File: config.mk
export PLATFORM = sky130hd
export DESIGN_NAME = tccdm_timer
export DESIGN_NICKNAME = d
export VERILOG_FILES = /design/src/tccdm_pkg.sv /design/src/tccdm_core.sv /design/src/tccdm_timer.sv
export VERILOG_INCLUDE_DIRS = /design/src
export SDC_FILE = /design/constraint.sdc
export NUM_CORES = 1
export LEC_CHECK = 0
export ABC_AREA = 1
export BUFFER_PORTS_ARGS = -buffer_cell sky130_fd_sc_hd__clkbuf_2
export CAP_MARGIN = 20
export CORE_MARGIN = 4
export CORE_UTILIZATION = 51
export DETAILED_ROUTE_END_ITERATION = 8
export MAX_ROUTING_LAYER = met4
export PLACE_DENSITY = 0.77
export SLEW_MARGIN = 20
export SYNTH_ARGS = -nofsm -noshare
export SYNTH_HDL_FRONTEND = slang
export SYNTH_SLANG_ARGS = --single-unit
export TNS_END_PERCENT = 100
File: constraint.sdc
create_clock -name aclk -period 1.55 [get_ports aclk]
set_clock_uncertainty 0.1 [all_clocks]
set_input_delay 0.155 -clock aclk [delete_from_list [all_inputs] [get_ports aclk]]
set_output_delay 0.155 -clock aclk [all_outputs]
set_load 0.01 [all_outputs]
File: src/tccdm_defs.svh
// Offsets, field positions, reset values and identity of the timer block.
// Assumes a 32-bit AXI4-Lite slave with a 10-bit byte address.
`ifndef TCCDM_DEFS_SVH
`define TCCDM_DEFS_SVH

// Byte addresses of the registers
`define TCCDM_OFF_CTRL 10'h000
`define TCCDM_OFF_COUNT 10'h004
`define TCCDM_OFF_CAPVAL 10'h008
`define TCCDM_OFF_CMPVAL 10'h00c
`define TCCDM_OFF_DMACNT 10'h010
`define TCCDM_OFF_DMAADR 10'h014
`define TCCDM_OFF_STATUS 10'h018
`define TCCDM_OFF_IRQEN 10'h01c
// Mask register index; byte address is four times it
`define TCCDM_IDX_MASK 8'hff
`define TCCDM_OFF_MASK {`TCCDM_IDX_MASK, 2'b00}

// Control fields
`define TCCDM_CTRL_RUN 0
`define TCCDM_CTRL_FALL 1
// Mask register fields
`define TCCDM_MASK_CMP0 3
`define TCCDM_MASK_CAP0 6
// Status and enable fields
`define TCCDM_ST_CAP 0
`define TCCDM_ST_CMP 1
`define TCCDM_ST_EOB 2

// Reset values
`define TCCDM_RST_CTRL 2'h0
`define TCCDM_RST_MASK 8'h00
`define TCCDM_RST_CMPVAL 16'hffff
`define TCCDM_RST_IRQEN 3'h0

// DMA address step per transfer, in bytes of one 16-bit word
`define TCCDM_DMA_STEP 16'h0002
// Requester code of this timer on the end-of-block bus (arbitrary value)
`define TCCDM_OWN_ID 4'h1

// AXI responses
`define TCCDM_RESP_OKAY 2'b00
`define TCCDM_RESP_SLVERR 2'b10

`endif

File: src/tccdm_pkg.sv
// Types shared by the timer core and the timer top.
// Assumes tccdm_defs.svh supplies the numeric constants.
package tccdm_pkg;

  // Capture and compare events of channel 0, one-cycle pulses
  typedef struct packed {
    logic cap;
    logic cmp;
  } tccdm_evt_t;

  // Request to the DMA controller
  typedef struct packed {
    logic valid;
    logic write;
    logic [15:0] addr;
    logic [15:0] data;
  } tccdm_dma_req_t;

  // Answer of the DMA controller: grant pulse plus read data
  typedef struct packed {
    logic gnt;
    logic [15:0] rdata;
  } tccdm_dma_rsp_t;

  // End-of-block broadcast with the owner's code
  typedef struct packed {
    logic valid;
    logic [3:0] id;
  } tccdm_eob_t;

  // Which event a DMA transfer serves
  typedef enum logic {
    TCCDM_KIND_CAP = 1'b0,
    TCCDM_KIND_CMP = 1'b1
  } tccdm_kind_t;

endpackage : tccdm_pkg

File: src/tccdm_core.sv
// 16-bit counter with one capture latch and one compare output.
// Assumes the capture input is synchronous to aclk.
`timescale 1ns/1ps
`include "tccdm_defs.svh"

module tccdm_core (
  input wire logic aclk, // System clock
  input wire logic aresetn, // Synchronous reset, active low
  input wire logic run, // Counter runs while high
  input wire logic fall_edge, // Capture on falling edge when high
  input wire logic cap_in, // External capture event pin
  input wire logic [15:0] cmp_value, // Compare value
  output logic [15:0] count, // Counter value
  output logic [15:0] cap_value, // Last captured count
  output logic cmp_pin, // Compare output pin
  output tccdm_pkg::tccdm_evt_t evt // Event pulses
);
  import tccdm_pkg::*;

  logic [15:0] count_reg;
  logic [15:0] count_next;
  logic [15:0] cap_reg;
  logic cap_prev_reg;
  logic pin_reg;
  tccdm_evt_t evt_reg;
  logic cap_hit;
  logic cmp_hit;

  // Edge and match detection
  assign cap_hit = run & (fall_edge ? (cap_prev_reg & ~cap_in)
                                    : (~cap_prev_reg & cap_in));
  assign cmp_hit = run & (count_reg == cmp_value);
  assign count_next = run ? count_reg + 16'h0001 : count_reg;

  // Counter, capture latch and pin; the pin toggles on every match
  always_ff @(posedge aclk) begin
    if (!aresetn) begin
      count_reg <= 16'h0000;
      cap_reg <= 16'h0000;
      cap_prev_reg <= 1'b0;
      pin_reg <= 1'b0;
      evt_reg <= '0;
    end else begin
      count_reg <= count_next;
      cap_prev_reg <= cap_in;
      if (cap_hit) begin
        cap_reg <= count_reg;
      end
      if (cmp_hit) begin
        pin_reg <= ~pin_reg;
      end
      evt_reg <= '{cap: cap_hit, cmp: cmp_hit};
    end
  end

  assign count = count_reg;
  assign cap_value = cap_reg;
  assign cmp_pin = pin_reg;
  assign evt = evt_reg;

endmodule : tccdm_core

File: src/tccdm_timer.sv
// Timer channel 0 with capture, compare and DMA hand-off, AXI4-Lite slave.
// Assumes a DMA controller that grants with a one-cycle pulse and
// broadcasts end of block with the owner's code.
//
// Added by the designer: the AXI4-Lite register port.
`timescale 1ns/1ps
`include "tccdm_defs.svh"

module tccdm_timer (
  input wire logic aclk, // System clock
  input wire logic aresetn, // Synchronous reset, active low
  input wire logic [9:0] s_axi_awaddr, // Write address
  input wire logic [2:0] s_axi_awprot, // Unused protection bits
  input wire logic s_axi_awvalid, // Write address valid
  output logic s_axi_awready, // Write address ready
  input wire logic [31:0] s_axi_wdata, // Write data
  input wire logic [3:0] s_axi_wstrb, // Write byte enables
  input wire logic s_axi_wvalid, // Write data valid
  output logic s_axi_wready, // Write data ready
  output logic [1:0] s_axi_bresp, // Write response
  output logic s_axi_bvalid, // Write response valid
  input wire logic s_axi_bready, // Write response ready
  input wire logic [9:0] s_axi_araddr, // Read address
  input wire logic [2:0] s_axi_arprot, // Unused protection bits
  input wire logic s_axi_arvalid, // Read address valid
  output logic s_axi_arready, // Read address ready
  output logic [31:0] s_axi_rdata, // Read data
  output logic [1:0] s_axi_rresp, // Read response
  output logic s_axi_rvalid, // Read data valid
  input wire logic s_axi_rready, // Read data ready
  input wire logic cap_in, // Capture event pin
  output logic cmp_pin, // Compare output pin
  input wire logic top_irq, // Top-level interrupt pending
  output tccdm_pkg::tccdm_dma_req_t dma_req, // Request to DMA controller
  input wire tccdm_pkg::tccdm_dma_rsp_t dma_rsp, // Grant and read data
  input wire tccdm_pkg::tccdm_eob_t eob, // End-of-block broadcast
  output logic irq // Interrupt, high while an enabled status bit is set
);
  import tccdm_pkg::*;

  // Software registers
  logic [1:0] ctrl_reg;
  logic [7:0] mask_reg;
  logic [7:0] mask_next;
  logic [15:0] cmpval_reg;
  logic [15:0] dmacnt_reg;
  logic [15:0] dmaadr_reg;
  logic [2:0] status_reg;
  logic [2:0] status_next;
  logic [2:0] irqen_reg;
  logic irq_reg;

  // Core outputs
  logic [15:0] count;
  logic [15:0] cap_value;
  tccdm_evt_t evt;

  // DMA side state
  logic cap_pend_reg;
  logic cmp_pend_reg;
  tccdm_dma_req_t req_reg;
  tccdm_kind_t kind_reg;
  tccdm_kind_t last_kind_reg;
  logic eob_armed_reg;

  // AXI state
  logic awready_reg;
  logic wready_reg;
  logic aw_have_reg;
  logic w_have_reg;
  logic [9:0] waddr_reg;
  logic [31:0] wdata_reg;
  logic [3:0] wstrb_reg;
  logic bvalid_reg;
  logic [1:0] bresp_reg;
  logic arready_reg;
  logic rvalid_reg;
  logic [31:0] rdata_reg;
  logic [1:0] rresp_reg;

  tccdm_core u_core (
    .aclk(aclk),
    .aresetn(aresetn),
    .run(ctrl_reg[`TCCDM_CTRL_RUN]),
    .fall_edge(ctrl_reg[`TCCDM_CTRL_FALL]),
    .cap_in(cap_in),
    .cmp_value(cmpval_reg),
    .count(count),
    .cap_value(cap_value),
    .cmp_pin(cmp_pin),
    .evt(evt)
  );

  // Merge a 16-bit field with the two low byte lanes of a write
  function automatic logic [15:0] merge16(input logic [15:0] old,
                                          input logic [31:0] data,
                                          input logic [3:0] strb);
    logic [15:0] res;
    res = old;
    if (strb[0]) begin
      res[7:0] = data[7:0];
    end
    if (strb[1]) begin
      res[15:8] = data[15:8];
    end
    return res;
  endfunction : merge16

  // Write decode; a write happens once both halves are held
  logic wr_go;
  logic wr_ctrl;
  logic wr_cmpval;
  logic wr_dmacnt;
  logic wr_dmaadr;
  logic wr_irqen;
  logic wr_mask;
  logic wr_hit;
  assign wr_go = aw_have_reg & w_have_reg & ~bvalid_reg;
  assign wr_ctrl = wr_go & (waddr_reg == `TCCDM_OFF_CTRL);
  assign wr_cmpval = wr_go & (waddr_reg == `TCCDM_OFF_CMPVAL);
  assign wr_dmacnt = wr_go & (waddr_reg == `TCCDM_OFF_DMACNT);
  assign wr_dmaadr = wr_go & (waddr_reg == `TCCDM_OFF_DMAADR);
  assign wr_irqen = wr_go & (waddr_reg == `TCCDM_OFF_IRQEN);
  assign wr_mask = wr_go & (waddr_reg == `TCCDM_OFF_MASK);
  // Read-only registers accept writes silently
  assign wr_hit = wr_ctrl | wr_cmpval | wr_dmacnt | wr_dmaadr | wr_irqen
                | wr_mask | (waddr_reg == `TCCDM_OFF_COUNT)
                | (waddr_reg == `TCCDM_OFF_CAPVAL)
                | (waddr_reg == `TCCDM_OFF_STATUS);

  // Read decode
  logic rd_go;
  logic rd_status;
  logic rd_hit;
  logic [31:0] rd_mux;
  assign rd_go = s_axi_arvalid & arready_reg;
  assign rd_status = rd_go & (s_axi_araddr == `TCCDM_OFF_STATUS);
  assign rd_hit = (s_axi_araddr == `TCCDM_OFF_CTRL)
                | (s_axi_araddr == `TCCDM_OFF_COUNT)
                | (s_axi_araddr == `TCCDM_OFF_CAPVAL)
                | (s_axi_araddr == `TCCDM_OFF_CMPVAL)
                | (s_axi_araddr == `TCCDM_OFF_DMACNT)
                | (s_axi_araddr == `TCCDM_OFF_DMAADR)
                | (s_axi_araddr == `TCCDM_OFF_STATUS)
                | (s_axi_araddr == `TCCDM_OFF_IRQEN)
                | (s_axi_araddr == `TCCDM_OFF_MASK);
  assign rd_mux =
      (s_axi_araddr == `TCCDM_OFF_CTRL) ? {30'h0, ctrl_reg} :
      (s_axi_araddr == `TCCDM_OFF_COUNT) ? {16'h0, count} :
      (s_axi_araddr == `TCCDM_OFF_CAPVAL) ? {16'h0, cap_value} :
      (s_axi_araddr == `TCCDM_OFF_CMPVAL) ? {16'h0, cmpval_reg} :
      (s_axi_araddr == `TCCDM_OFF_DMACNT) ? {16'h0, dmacnt_reg} :
      (s_axi_araddr == `TCCDM_OFF_DMAADR) ? {16'h0, dmaadr_reg} :
      (s_axi_araddr == `TCCDM_OFF_STATUS) ? {29'h0, status_reg} :
      (s_axi_araddr == `TCCDM_OFF_IRQEN) ? {29'h0, irqen_reg} :
      (s_axi_araddr == `TCCDM_OFF_MASK) ? {24'h0, mask_reg} :
      32'h0000_0000;

  // Event routing by mask bit: each event goes one way, never both
  logic cap_mask;
  logic cmp_mask;
  logic cap_to_dma;
  logic cmp_to_dma;
  logic cap_to_irq;
  logic cmp_to_irq;
  assign cap_mask = mask_reg[`TCCDM_MASK_CAP0];
  assign cmp_mask = mask_reg[`TCCDM_MASK_CMP0];
  assign cap_to_dma = evt.cap & cap_mask;
  assign cmp_to_dma = evt.cmp & cmp_mask;
  assign cap_to_irq = evt.cap & ~cap_mask;
  assign cmp_to_irq = evt.cmp & ~cmp_mask;

  // Grant and end-of-block qualification
  logic gnt_ok;
  logic eob_own;
  logic [15:0] dmacnt_dec;
  logic [15:0] dmaadr_inc;
  assign gnt_ok = dma_rsp.gnt & req_reg.valid;
  assign eob_own = eob.valid & (eob.id == `TCCDM_OWN_ID)
                 & eob_armed_reg;
  assign dmacnt_dec = dmacnt_reg - 16'h0001;
  assign dmaadr_inc = dmaadr_reg + `TCCDM_DMA_STEP;

  // Mask register: end of block clears the bit in use; a software
  // write in the same cycle wins so a handler can re-arm at once
  always_comb begin
    mask_next = mask_reg;
    if (eob_own) begin
      if (last_kind_reg == TCCDM_KIND_CAP) begin
        mask_next[`TCCDM_MASK_CAP0] = 1'b0;
      end else begin
        mask_next[`TCCDM_MASK_CMP0] = 1'b0;
      end
    end
    if (wr_mask && wstrb_reg[0]) begin
      mask_next = wdata_reg[7:0];
    end
  end

  // Sticky status: a read clears the bits it returned, a new set wins
  always_comb begin
    status_next = status_reg;
    if (rd_status) begin
      status_next = 3'h0;
    end
    status_next[`TCCDM_ST_CAP] = status_next[`TCCDM_ST_CAP] | cap_to_irq;
    status_next[`TCCDM_ST_CMP] = status_next[`TCCDM_ST_CMP] | cmp_to_irq;
    status_next[`TCCDM_ST_EOB] = status_next[`TCCDM_ST_EOB] | eob_own;
  end

  // Control and data registers
  always_ff @(posedge aclk) begin
    if (!aresetn) begin
      ctrl_reg <= `TCCDM_RST_CTRL;
      mask_reg <= `TCCDM_RST_MASK;
      irqen_reg <= `TCCDM_RST_IRQEN;
      status_reg <= 3'h0;
      irq_reg <= 1'b0;
    end else begin
      mask_reg <= mask_next;
      status_reg <= status_next;
      irq_reg <= |(status_next & irqen_reg);
      if (wr_ctrl && wstrb_reg[0]) begin
        ctrl_reg <= wdata_reg[1:0];
      end
      if (wr_irqen && wstrb_reg[0]) begin
        irqen_reg <= wdata_reg[2:0];
      end
    end
  end

  // Compare value, DMA counter and address; a grant outranks software
  always_ff @(posedge aclk) begin
    if (!aresetn) begin
      cmpval_reg <= `TCCDM_RST_CMPVAL;
      dmacnt_reg <= 16'h0000;
      dmaadr_reg <= 16'h0000;
    end else if (gnt_ok) begin
      dmacnt_reg <= dmacnt_dec;
      dmaadr_reg <= dmaadr_inc;
      if (kind_reg == TCCDM_KIND_CMP) begin
        cmpval_reg <= dma_rsp.rdata;
      end
    end else begin
      if (wr_cmpval) begin
        cmpval_reg <= merge16(cmpval_reg, wdata_reg, wstrb_reg);
      end
      if (wr_dmacnt) begin
        dmacnt_reg <= merge16(dmacnt_reg, wdata_reg, wstrb_reg);
      end
      if (wr_dmaadr) begin
        dmaadr_reg <= merge16(dmaadr_reg, wdata_reg, wstrb_reg);
      end
    end
  end

  // Pending DMA work; a new event keeps a pending one, not a second copy
  always_ff @(posedge aclk) begin
    if (!aresetn) begin
      cap_pend_reg <= 1'b0;
      cmp_pend_reg <= 1'b0;
    end else begin
      if (cap_to_dma) begin
        cap_pend_reg <= 1'b1;
      end else if (gnt_ok && kind_reg == TCCDM_KIND_CAP) begin
        cap_pend_reg <= 1'b0;
      end
      if (cmp_to_dma) begin
        cmp_pend_reg <= 1'b1;
      end else if (gnt_ok && kind_reg == TCCDM_KIND_CMP) begin
        cmp_pend_reg <= 1'b0;
      end
    end
  end

  // Request issue: withdrawn while a top-level interrupt is pending
  // and offered again after, held otherwise until granted
  logic issue_ok;
  assign issue_ok = ~req_reg.valid & ~gnt_ok & ~top_irq;
  always_ff @(posedge aclk) begin
    if (!aresetn) begin
      req_reg <= '0;
      kind_reg <= TCCDM_KIND_CAP;
      last_kind_reg <= TCCDM_KIND_CAP;
      eob_armed_reg <= 1'b0;
    end else begin
      if (gnt_ok) begin
        req_reg.valid <= 1'b0;
        last_kind_reg <= kind_reg;
        eob_armed_reg <= 1'b1;
      end else if (req_reg.valid && top_irq) begin
        req_reg.valid <= 1'b0;
      end else if (issue_ok && cap_pend_reg) begin
        req_reg <= '{valid: 1'b1, write: 1'b1, addr: dmaadr_reg,
                     data: cap_value};
        kind_reg <= TCCDM_KIND_CAP;
      end else if (issue_ok && cmp_pend_reg) begin
        req_reg <= '{valid: 1'b1, write: 1'b0, addr: dmaadr_reg,
                     data: 16'h0000};
        kind_reg <= TCCDM_KIND_CMP;
      end
      if (eob_own) begin
        eob_armed_reg <= 1'b0;
      end
    end
  end

  // AXI write channels, taken in either order
  always_ff @(posedge aclk) begin
    if (!aresetn) begin
      awready_reg <= 1'b0;
      wready_reg <= 1'b0;
      aw_have_reg <= 1'b0;
      w_have_reg <= 1'b0;
      waddr_reg <= 10'h000;
      wdata_reg <= 32'h0000_0000;
      wstrb_reg <= 4'h0;
      bvalid_reg <= 1'b0;
      bresp_reg <= `TCCDM_RESP_OKAY;
    end else begin
      awready_reg <= s_axi_awvalid & ~awready_reg & ~aw_have_reg
                   & ~bvalid_reg;
      wready_reg <= s_axi_wvalid & ~wready_reg & ~w_have_reg
                  & ~bvalid_reg;
      if (s_axi_awvalid && awready_reg) begin
        aw_have_reg <= 1'b1;
        waddr_reg <= s_axi_awaddr;
      end
      if (s_axi_wvalid && wready_reg) begin
        w_have_reg <= 1'b1;
        wdata_reg <= s_axi_wdata;
        wstrb_reg <= s_axi_wstrb;
      end
      if (wr_go) begin
        aw_have_reg <= 1'b0;
        w_have_reg <= 1'b0;
        bvalid_reg <= 1'b1;
        bresp_reg <= wr_hit ? `TCCDM_RESP_OKAY : `TCCDM_RESP_SLVERR;
      end else if (bvalid_reg && s_axi_bready) begin
        bvalid_reg <= 1'b0;
      end
    end
  end

  // AXI read channel; data is sampled at the address handshake
  always_ff @(posedge aclk) begin
    if (!aresetn) begin
      arready_reg <= 1'b0;
      rvalid_reg <= 1'b0;
      rdata_reg <= 32'h0000_0000;
      rresp_reg <= `TCCDM_RESP_OKAY;
    end else begin
      arready_reg <= s_axi_arvalid & ~arready_reg & ~rvalid_reg;
      if (rd_go) begin
        rvalid_reg <= 1'b1;
        rdata_reg <= rd_mux;
        rresp_reg <= rd_hit ? `TCCDM_RESP_OKAY : `TCCDM_RESP_SLVERR;
      end else if (rvalid_reg && s_axi_rready) begin
        rvalid_reg <= 1'b0;
      end
    end
  end

  assign s_axi_awready = awready_reg;
  assign s_axi_wready = wready_reg;
  assign s_axi_bvalid = bvalid_reg;
  assign s_axi_bresp = bresp_reg;
  assign s_axi_arready = arready_reg;
  assign s_axi_rvalid = rvalid_reg;
  assign s_axi_rdata = rdata_reg;
  assign s_axi_rresp = rresp_reg;
  assign dma_req = req_reg;
  assign irq = irq_reg;

endmodule : tccdm_timer

* Word-level counts from Yosys, hierarchy flattened
Cells that the tools add are included.
** Storage, ports and cells
- Output and inout bits :: 77
- Register bits after elaboration :: 211
- Bits in writable memories :: 0
- Bits in latches :: 0
- Bits in read-only memories :: 0
- Bits of input ports :: 93
- Logic and storage cells :: 211
- Memories :: 0
** Cells by class
- Shifts and indexed selects :: 0
- Div/mod/pow operators :: 0
- Equality and inequality tests :: 20
- Order comparisons :: 0
- Reduce and logical (&&, ||, !) cells :: 39
- Bitwise operators :: 69
- Muxes and demuxes :: 39
- $add $sub $neg :: 3
- $mul :: 0
** Operator list (count)
- 2-to-1 mux 16 bit :: 13
- equality test 10 x 5 -> 1 bit (second input constant) :: 8
- 2-to-1 mux 34 bit :: 2
- equality test 10 x 4 -> 1 bit (second input constant) :: 4
- 2-to-1 mux 8 bit :: 5
- bitwise AND 1 bit :: 31
- nonzero test 2 bit :: 12
- equality test 10 bit (second input constant) :: 2
- equality test 10 x 3 -> 1 bit (second input constant) :: 2
- zero test 10 bit :: 2
- OR 1 bit :: 19
- inverter 1 bit :: 18
- adder 16 x 1 -> 16 bit (second input constant) :: 1
- adder 16 x 2 -> 16 bit (second input constant) :: 1
- equality test 16 bit :: 1
- subtractor 16 x 1 -> 16 bit (second input constant) :: 1
- 2-to-1 mux 1 bit :: 15
- logical AND 1 bit :: 12
- AND reduction 2 bit :: 6
- AND reduction 3 bit :: 3
- 2-to-1 mux 7 bit :: 1
- OR reduction 3 bit :: 2
- equality test 4 x 1 -> 1 bit (second input constant) :: 1
- 2-to-1 mux 2 bit :: 2
- 5 further kinds :: 6

* Longest topological paths before layout
- Depth after elaboration :: 12
- Depth in mapped cells :: 15
- Mapped depth without buffers :: 14

* Modules after synthesis
From an unflattened synthesis, not the netlist that was laid out.
** Unflattened totals
- Cells, all modules :: 1365
- Area total of the unflattened synthesis :: 9650.5 µm²
** By module, submodules not included
- tccdm_timer :: cells an instance 1114, times used 1, area an instance 7896.3 µm², seq. area each 3143.0 µm²
- tccdm_core :: cells an instance 251, times used 1, area an instance 1754.2 µm², seq. area each 720.7 µm²

* Worst setup path after synthesis
No wires, ideal clock.
- Path kind :: register to register
- Start :: register dmacnt_reg[0]
- End :: register dmacnt_reg[12]
- Slack :: -108 ps
- Buffers on the path :: 0
- Required time :: 1376 ps
- Arrival time :: 1484 ps
- Stages on the path, launching flop included :: 10
- Period minus slack after synthesis :: 1658 ps
- Library setup time :: 74 ps
- Cells stage by stage :: dfxtp_1 -> inv_1 -> ha_1 -> inv_1 -> nor2_1 -> nand2_1 -> nor3_1 -> a21oi_1 -> nand3b_1 -> a31oi_1
** Between the ends
- Word-level cells in the longest chain between the ends :: 2
** Ends and longest elaborated chain
- start: declaration :: line tccdm_timer.sv:46 : logic [15:0] dmacnt_reg;
- start signal: assignment :: line tccdm_timer.sv:239 : dmacnt_reg <= dmacnt_dec;
- start signal: assignment :: line tccdm_timer.sv:249 : dmacnt_reg <= merge16(dmacnt_reg, wdata_reg, wstrb_reg);
- subtractor 16 x 1 -> 16 bit :: line tccdm_timer.sv:181 : assign dmacnt_dec = dmacnt_reg - 16'h0001;
- 2-to-1 mux 16 bit :: line tccdm_timer.sv:238 : end else if (gnt_ok) begin
No other way between the ends.
A chain may end at the register's enable or synchronous reset.

* Worst setup path after layout
- Start :: register waddr_reg[0]
- End :: register mask_reg[4]
** Between the ends
- Word-level cells in the longest chain between the ends :: 3
** Ends and longest elaborated chain
- start: declaration :: line tccdm_timer.sv:71 : logic [9:0] waddr_reg;
- start signal: assignment :: line tccdm_timer.sv:327 : waddr_reg <= s_axi_awaddr;
- equality test 10 bit (no line)
- bitwise AND 1 bit :: line tccdm_timer.sv:124 : assign wr_mask = wr_go & (waddr_reg == `TCCDM_OFF_MASK);
- logical AND 1 bit :: line tccdm_timer.sv:195 : if (wr_mask && wstrb_reg[0]) begin
- end signal: assignment :: line tccdm_timer.sv:215 : mask_reg <= `TCCDM_RST_MASK;
- end signal: assignment :: line tccdm_timer.sv:220 : mask_reg <= mask_next;
- end: declaration :: line tccdm_timer.sv:43 : logic [7:0] mask_reg;
No other way between the ends.

==> implementation parameters <==
Parameter                              Value

Outcome
  Run status    finished with violations
  Violated checks    setup timing

Placement
  Placement Setup Slack    -0.211 ns
  HPWL Detailed    24100 µm
  # port buffers    roughly 130
  Cell area reported after detailed placement    ~12000 µm²
  Final GP Congestion    1.05
  Cells after DPL    1821

Routing
  Wire length per cell    18.0 µm
  Vias per cell    5.65
  DRC violation count after routing    0
  Number of search-and-repair iterations in the first detailed-routing pass    5
  Final antenna-violating net count    0
  DRT iter0 DRCs    about 1300
  Drt total wl    34500 µm
  Via Count    10800

Finish
  Fill cell instance count of the final layout    1289
  Post-synthesis to final-layout area growth    42.4%
  Diode insertion count for antenna repair    0
  Fraction of layout cells with a size suffix above 1    32.6%
  Final standard cell utilization of the core    between 70% and 80%
  Flip-flop count of the largest register after layout    34
  Final Non-Filler Cells    1915
  Area occupied by registers    around 3900 µm²
  Area taken by multi-input logic gates    5140 µm²
  Summed area of non-filler cells in the final layout    13500 µm²
  Number of nets in the layout    about 1800

Floorplanning
  I/O pins    170
  Width of the die    between 100 and 150 µm
  Effective utilization at floorplan    52.2%
  Total Die Area    20800 µm²
  Core Region    18100 µm²
  Floorplan die height    144 µm
  Row count    ~50

Power
  Power Density    796 nW/µm²
  Largest voltage drop on the vdd net    0.000835 V
  Power Total    10.7 mW
  Leakage dissipation    5.82 nW

Worst setup path
  CP bufs+invs    2
  Start of the worst register-to-register path    waddr_reg[0]
  Largest fanout of any net on the critical path    6
  Critical path data required time    1.77 ns
  Type of destination of the critical path    flip-flop
  Startpoint types    flip-flop
  Crit path max-delay family    simple AND/OR/NAND/NOR gates
  Worst Path Arrival    about 2.0 ns
  Cell-by-cell listing of the critical path    or2_4, nor3_4, buf_6, nand4_1, buf_6, nor2_2, a211oi_2
  Critical path class    reg -> reg
  Slowest library cell on the worst path    sky130_fd_sc_hd__dfxtp_2
  Delay of the slowest cell on the worst path    between 0.3 and 0.4 ns
  Most numerous cell on the critical path    sky130_fd_sc_hd__buf_6
  Crit. Startpoint    waddr_reg[0]

STA
  Minimum hold slack    0.0105 ns
  Setup repair after global routing missed its margin    true
  Total setup violations reported at the end of the flow    62
  Hold violation total from the final report    0
  Final count of pins violating max slew    0
  Slack of the critical path    -0.236 ns
  Fmax    0.560 GHz
  Time the worst path needs with I/O delays and setup    1.79 ns
  Post-route setup TNS    -8.67 ns
  Period utilisation layout    115%

Synth
  Number of enable flip-flop cells after synthesis    0
  Synthesized area    approximately 9400 µm²
  Synth top area share    40.9%
  Fraction of the yosys area taken by sequential cells    about two fifths
  Number of register bits inferred by synthesis    193
  Gate Count Post-Synth    about 1300
  Number of distinct library cells after synthesis    51
  Library cell with the highest instance count after synthesis    sky130_fd_sc_hd__nand2_1
  Synthesized area divided by synthesized cell count    a little over 7 µm²
  Commonest cells post-synth    247 x sky130_fd_sc_hd__nand2_1, 193 x sky130_fd_sc_hd__dfxtp_1, 142 x sky130_fd_sc_hd__inv_1
  Ys flop type    sky130_fd_sc_hd__dfxtp_1
  Top cells by area in the synthesized netlist    sky130_fd_sc_hd__dfxtp_1 41%, sky130_fd_sc_hd__nand2_1 9.8%, sky130_fd_sc_hd__a21oi_1 6.8%
  Async set or reset register ratio after synthesis    0%
  Area leader, netlist    sky130_fd_sc_hd__dfxtp_1
  Yosys warning count    0

Clock tree
  Clock tree from TritonCTS    yes
  CTS H-Tree Depth    4
  Worst-Skew Late Latency    around 0.45 ns
  Clock sink count    193
  Number of buffers created by CTS    17
  Clock-pin slew reported for the worst setup and hold paths after clock tree synthesis    0.07 ns
  Root Driver    sky130_fd_sc_hd__clkbuf_16
  Longest Clk Path Bufs    2

GRT
  Wire length of the first global-routing pass    about 52000 µm
  Total global-route track usage    33.1%
  Pin count of the biggest net entering global routing    42
  Met2 Usage GRT    51.2%
  Number of global-route vias before repair    10100
  Global Route met1 Usage    42.2%
  Initial antenna violation count    0
  Total congestion overflow    0
  GRT met3 Usage    about 7.6%
  Most heavily used metal layer in global routing    met2

Flow run
  Maxcap violations    0

Worst hold path
  Worst hold start    dma_rsp[11]
  Class of the most critical hold timing path    in -> reg
[power breakdown]
part | total (mW) | internal [mW] | switching (mW)
Combinational | 0.800 | 0.353 | 0.447
Clock | 4.87 | 2.82 | 2.05
Sequential | 5.04 | 5.00 | 0.0422
Total | 10.7 | 8.17 | 2.54
[final cells by class]
type | instances | share of cell area, %
well taps | 229 | 2.13
clock inverters | 13 | 1.46
flip-flops and latches | 193 | 29.0
clock buffers | 19 | 3.37
repair buffers | 388 | 21.4
repair inverters | 1 | 0.0558
inverters | 153 | 4.45
multi-input cells | 919 | 38.2
[cell usage in the layout, fill, tap and decap left out, types with 16 or more instances in the layout]
master                            n
sky130_fd_sc_hd__nor2_1         105
sky130_fd_sc_hd__nand4_1         16
sky130_fd_sc_hd__nor3_1          16
sky130_fd_sc_hd__o21ai_1         46
sky130_fd_sc_hd__clkbuf_2       126
sky130_fd_sc_hd__conb_1          18
sky130_fd_sc_hd__a21oi_1        121
sky130_fd_sc_hd__nand3_1         45
sky130_fd_sc_hd__clkbuf_16       17
sky130_fd_sc_hd__nand2_1        237
sky130_fd_sc_hd__inv_1          127
sky130_fd_sc_hd__a31oi_1         21
sky130_fd_sc_hd__dfxtp_1        174
sky130_fd_sc_hd__inv_2           21
sky130_fd_sc_hd__a211oi_1        19
sky130_fd_sc_hd__buf_4          198
sky130_fd_sc_hd__dlygate4sd3_1   42
sky130_fd_sc_hd__o21ai_0         89
sky130_fd_sc_hd__nor2_4          16
[per-layer routing]
metal | routed length [µm] | vias up
li1 | - | 5101
met1 | 13900 | 4943
met2 | 15600 | 643
met3 | 3480 | 131
met4 | 1580 | 0
met5 | 0 | -
[worst reg2reg max path, cell delays in order, from the launching register on]
cell	delay, ns
sky130_fd_sc_hd__dfxtp_2	0.33
sky130_fd_sc_hd__or2_4	0.28
sky130_fd_sc_hd__nor3_4	0.17
sky130_fd_sc_hd__buf_6	0.14
sky130_fd_sc_hd__nand4_1	0.21
sky130_fd_sc_hd__buf_6	0.23
sky130_fd_sc_hd__nor2_2	0.14
sky130_fd_sc_hd__a211oi_2	0.06
[path summary, 6_finish.rpt]
kind,endpoint,slack (ns),cells past startpoint
setup / recovery,mask_reg[4],-0.24,7
setup reg to reg,mask_reg[4],-0.24,7
hold reg to reg,s_axi_wready,0.36,1
hold / removal,cmpval_reg[11],0.01,4
[cells by family (layout without fill, tap and decap cells)]
kind of cell	Yosys count	after routing	share of synthesized area, %
AO/OA/AOI/OAI	372	372	22.2
flip-flops	193	193	40.9
other	1	18	0.0397
buffers and inverters	225	574	10.4
XOR/XNOR	17	17	1.58
AND/OR/NAND/NOR	509	509	24.4
adder cells (fa/ha/maj)	3	3	0.397
[what timing repair did]
action / 4_1_cts / 5_1_grt
pin swaps: 19 / 34
hold endpoints to repair: 44 / 0
resized for setup: 69 / 100
hold buffers: 42 / 0
buffers inserted: 9 / 11
gates cloned: 1 / 0
endpoints found under the setup margin: 78 / 88
Note: power is estimated with default switching activity, not from simulation.
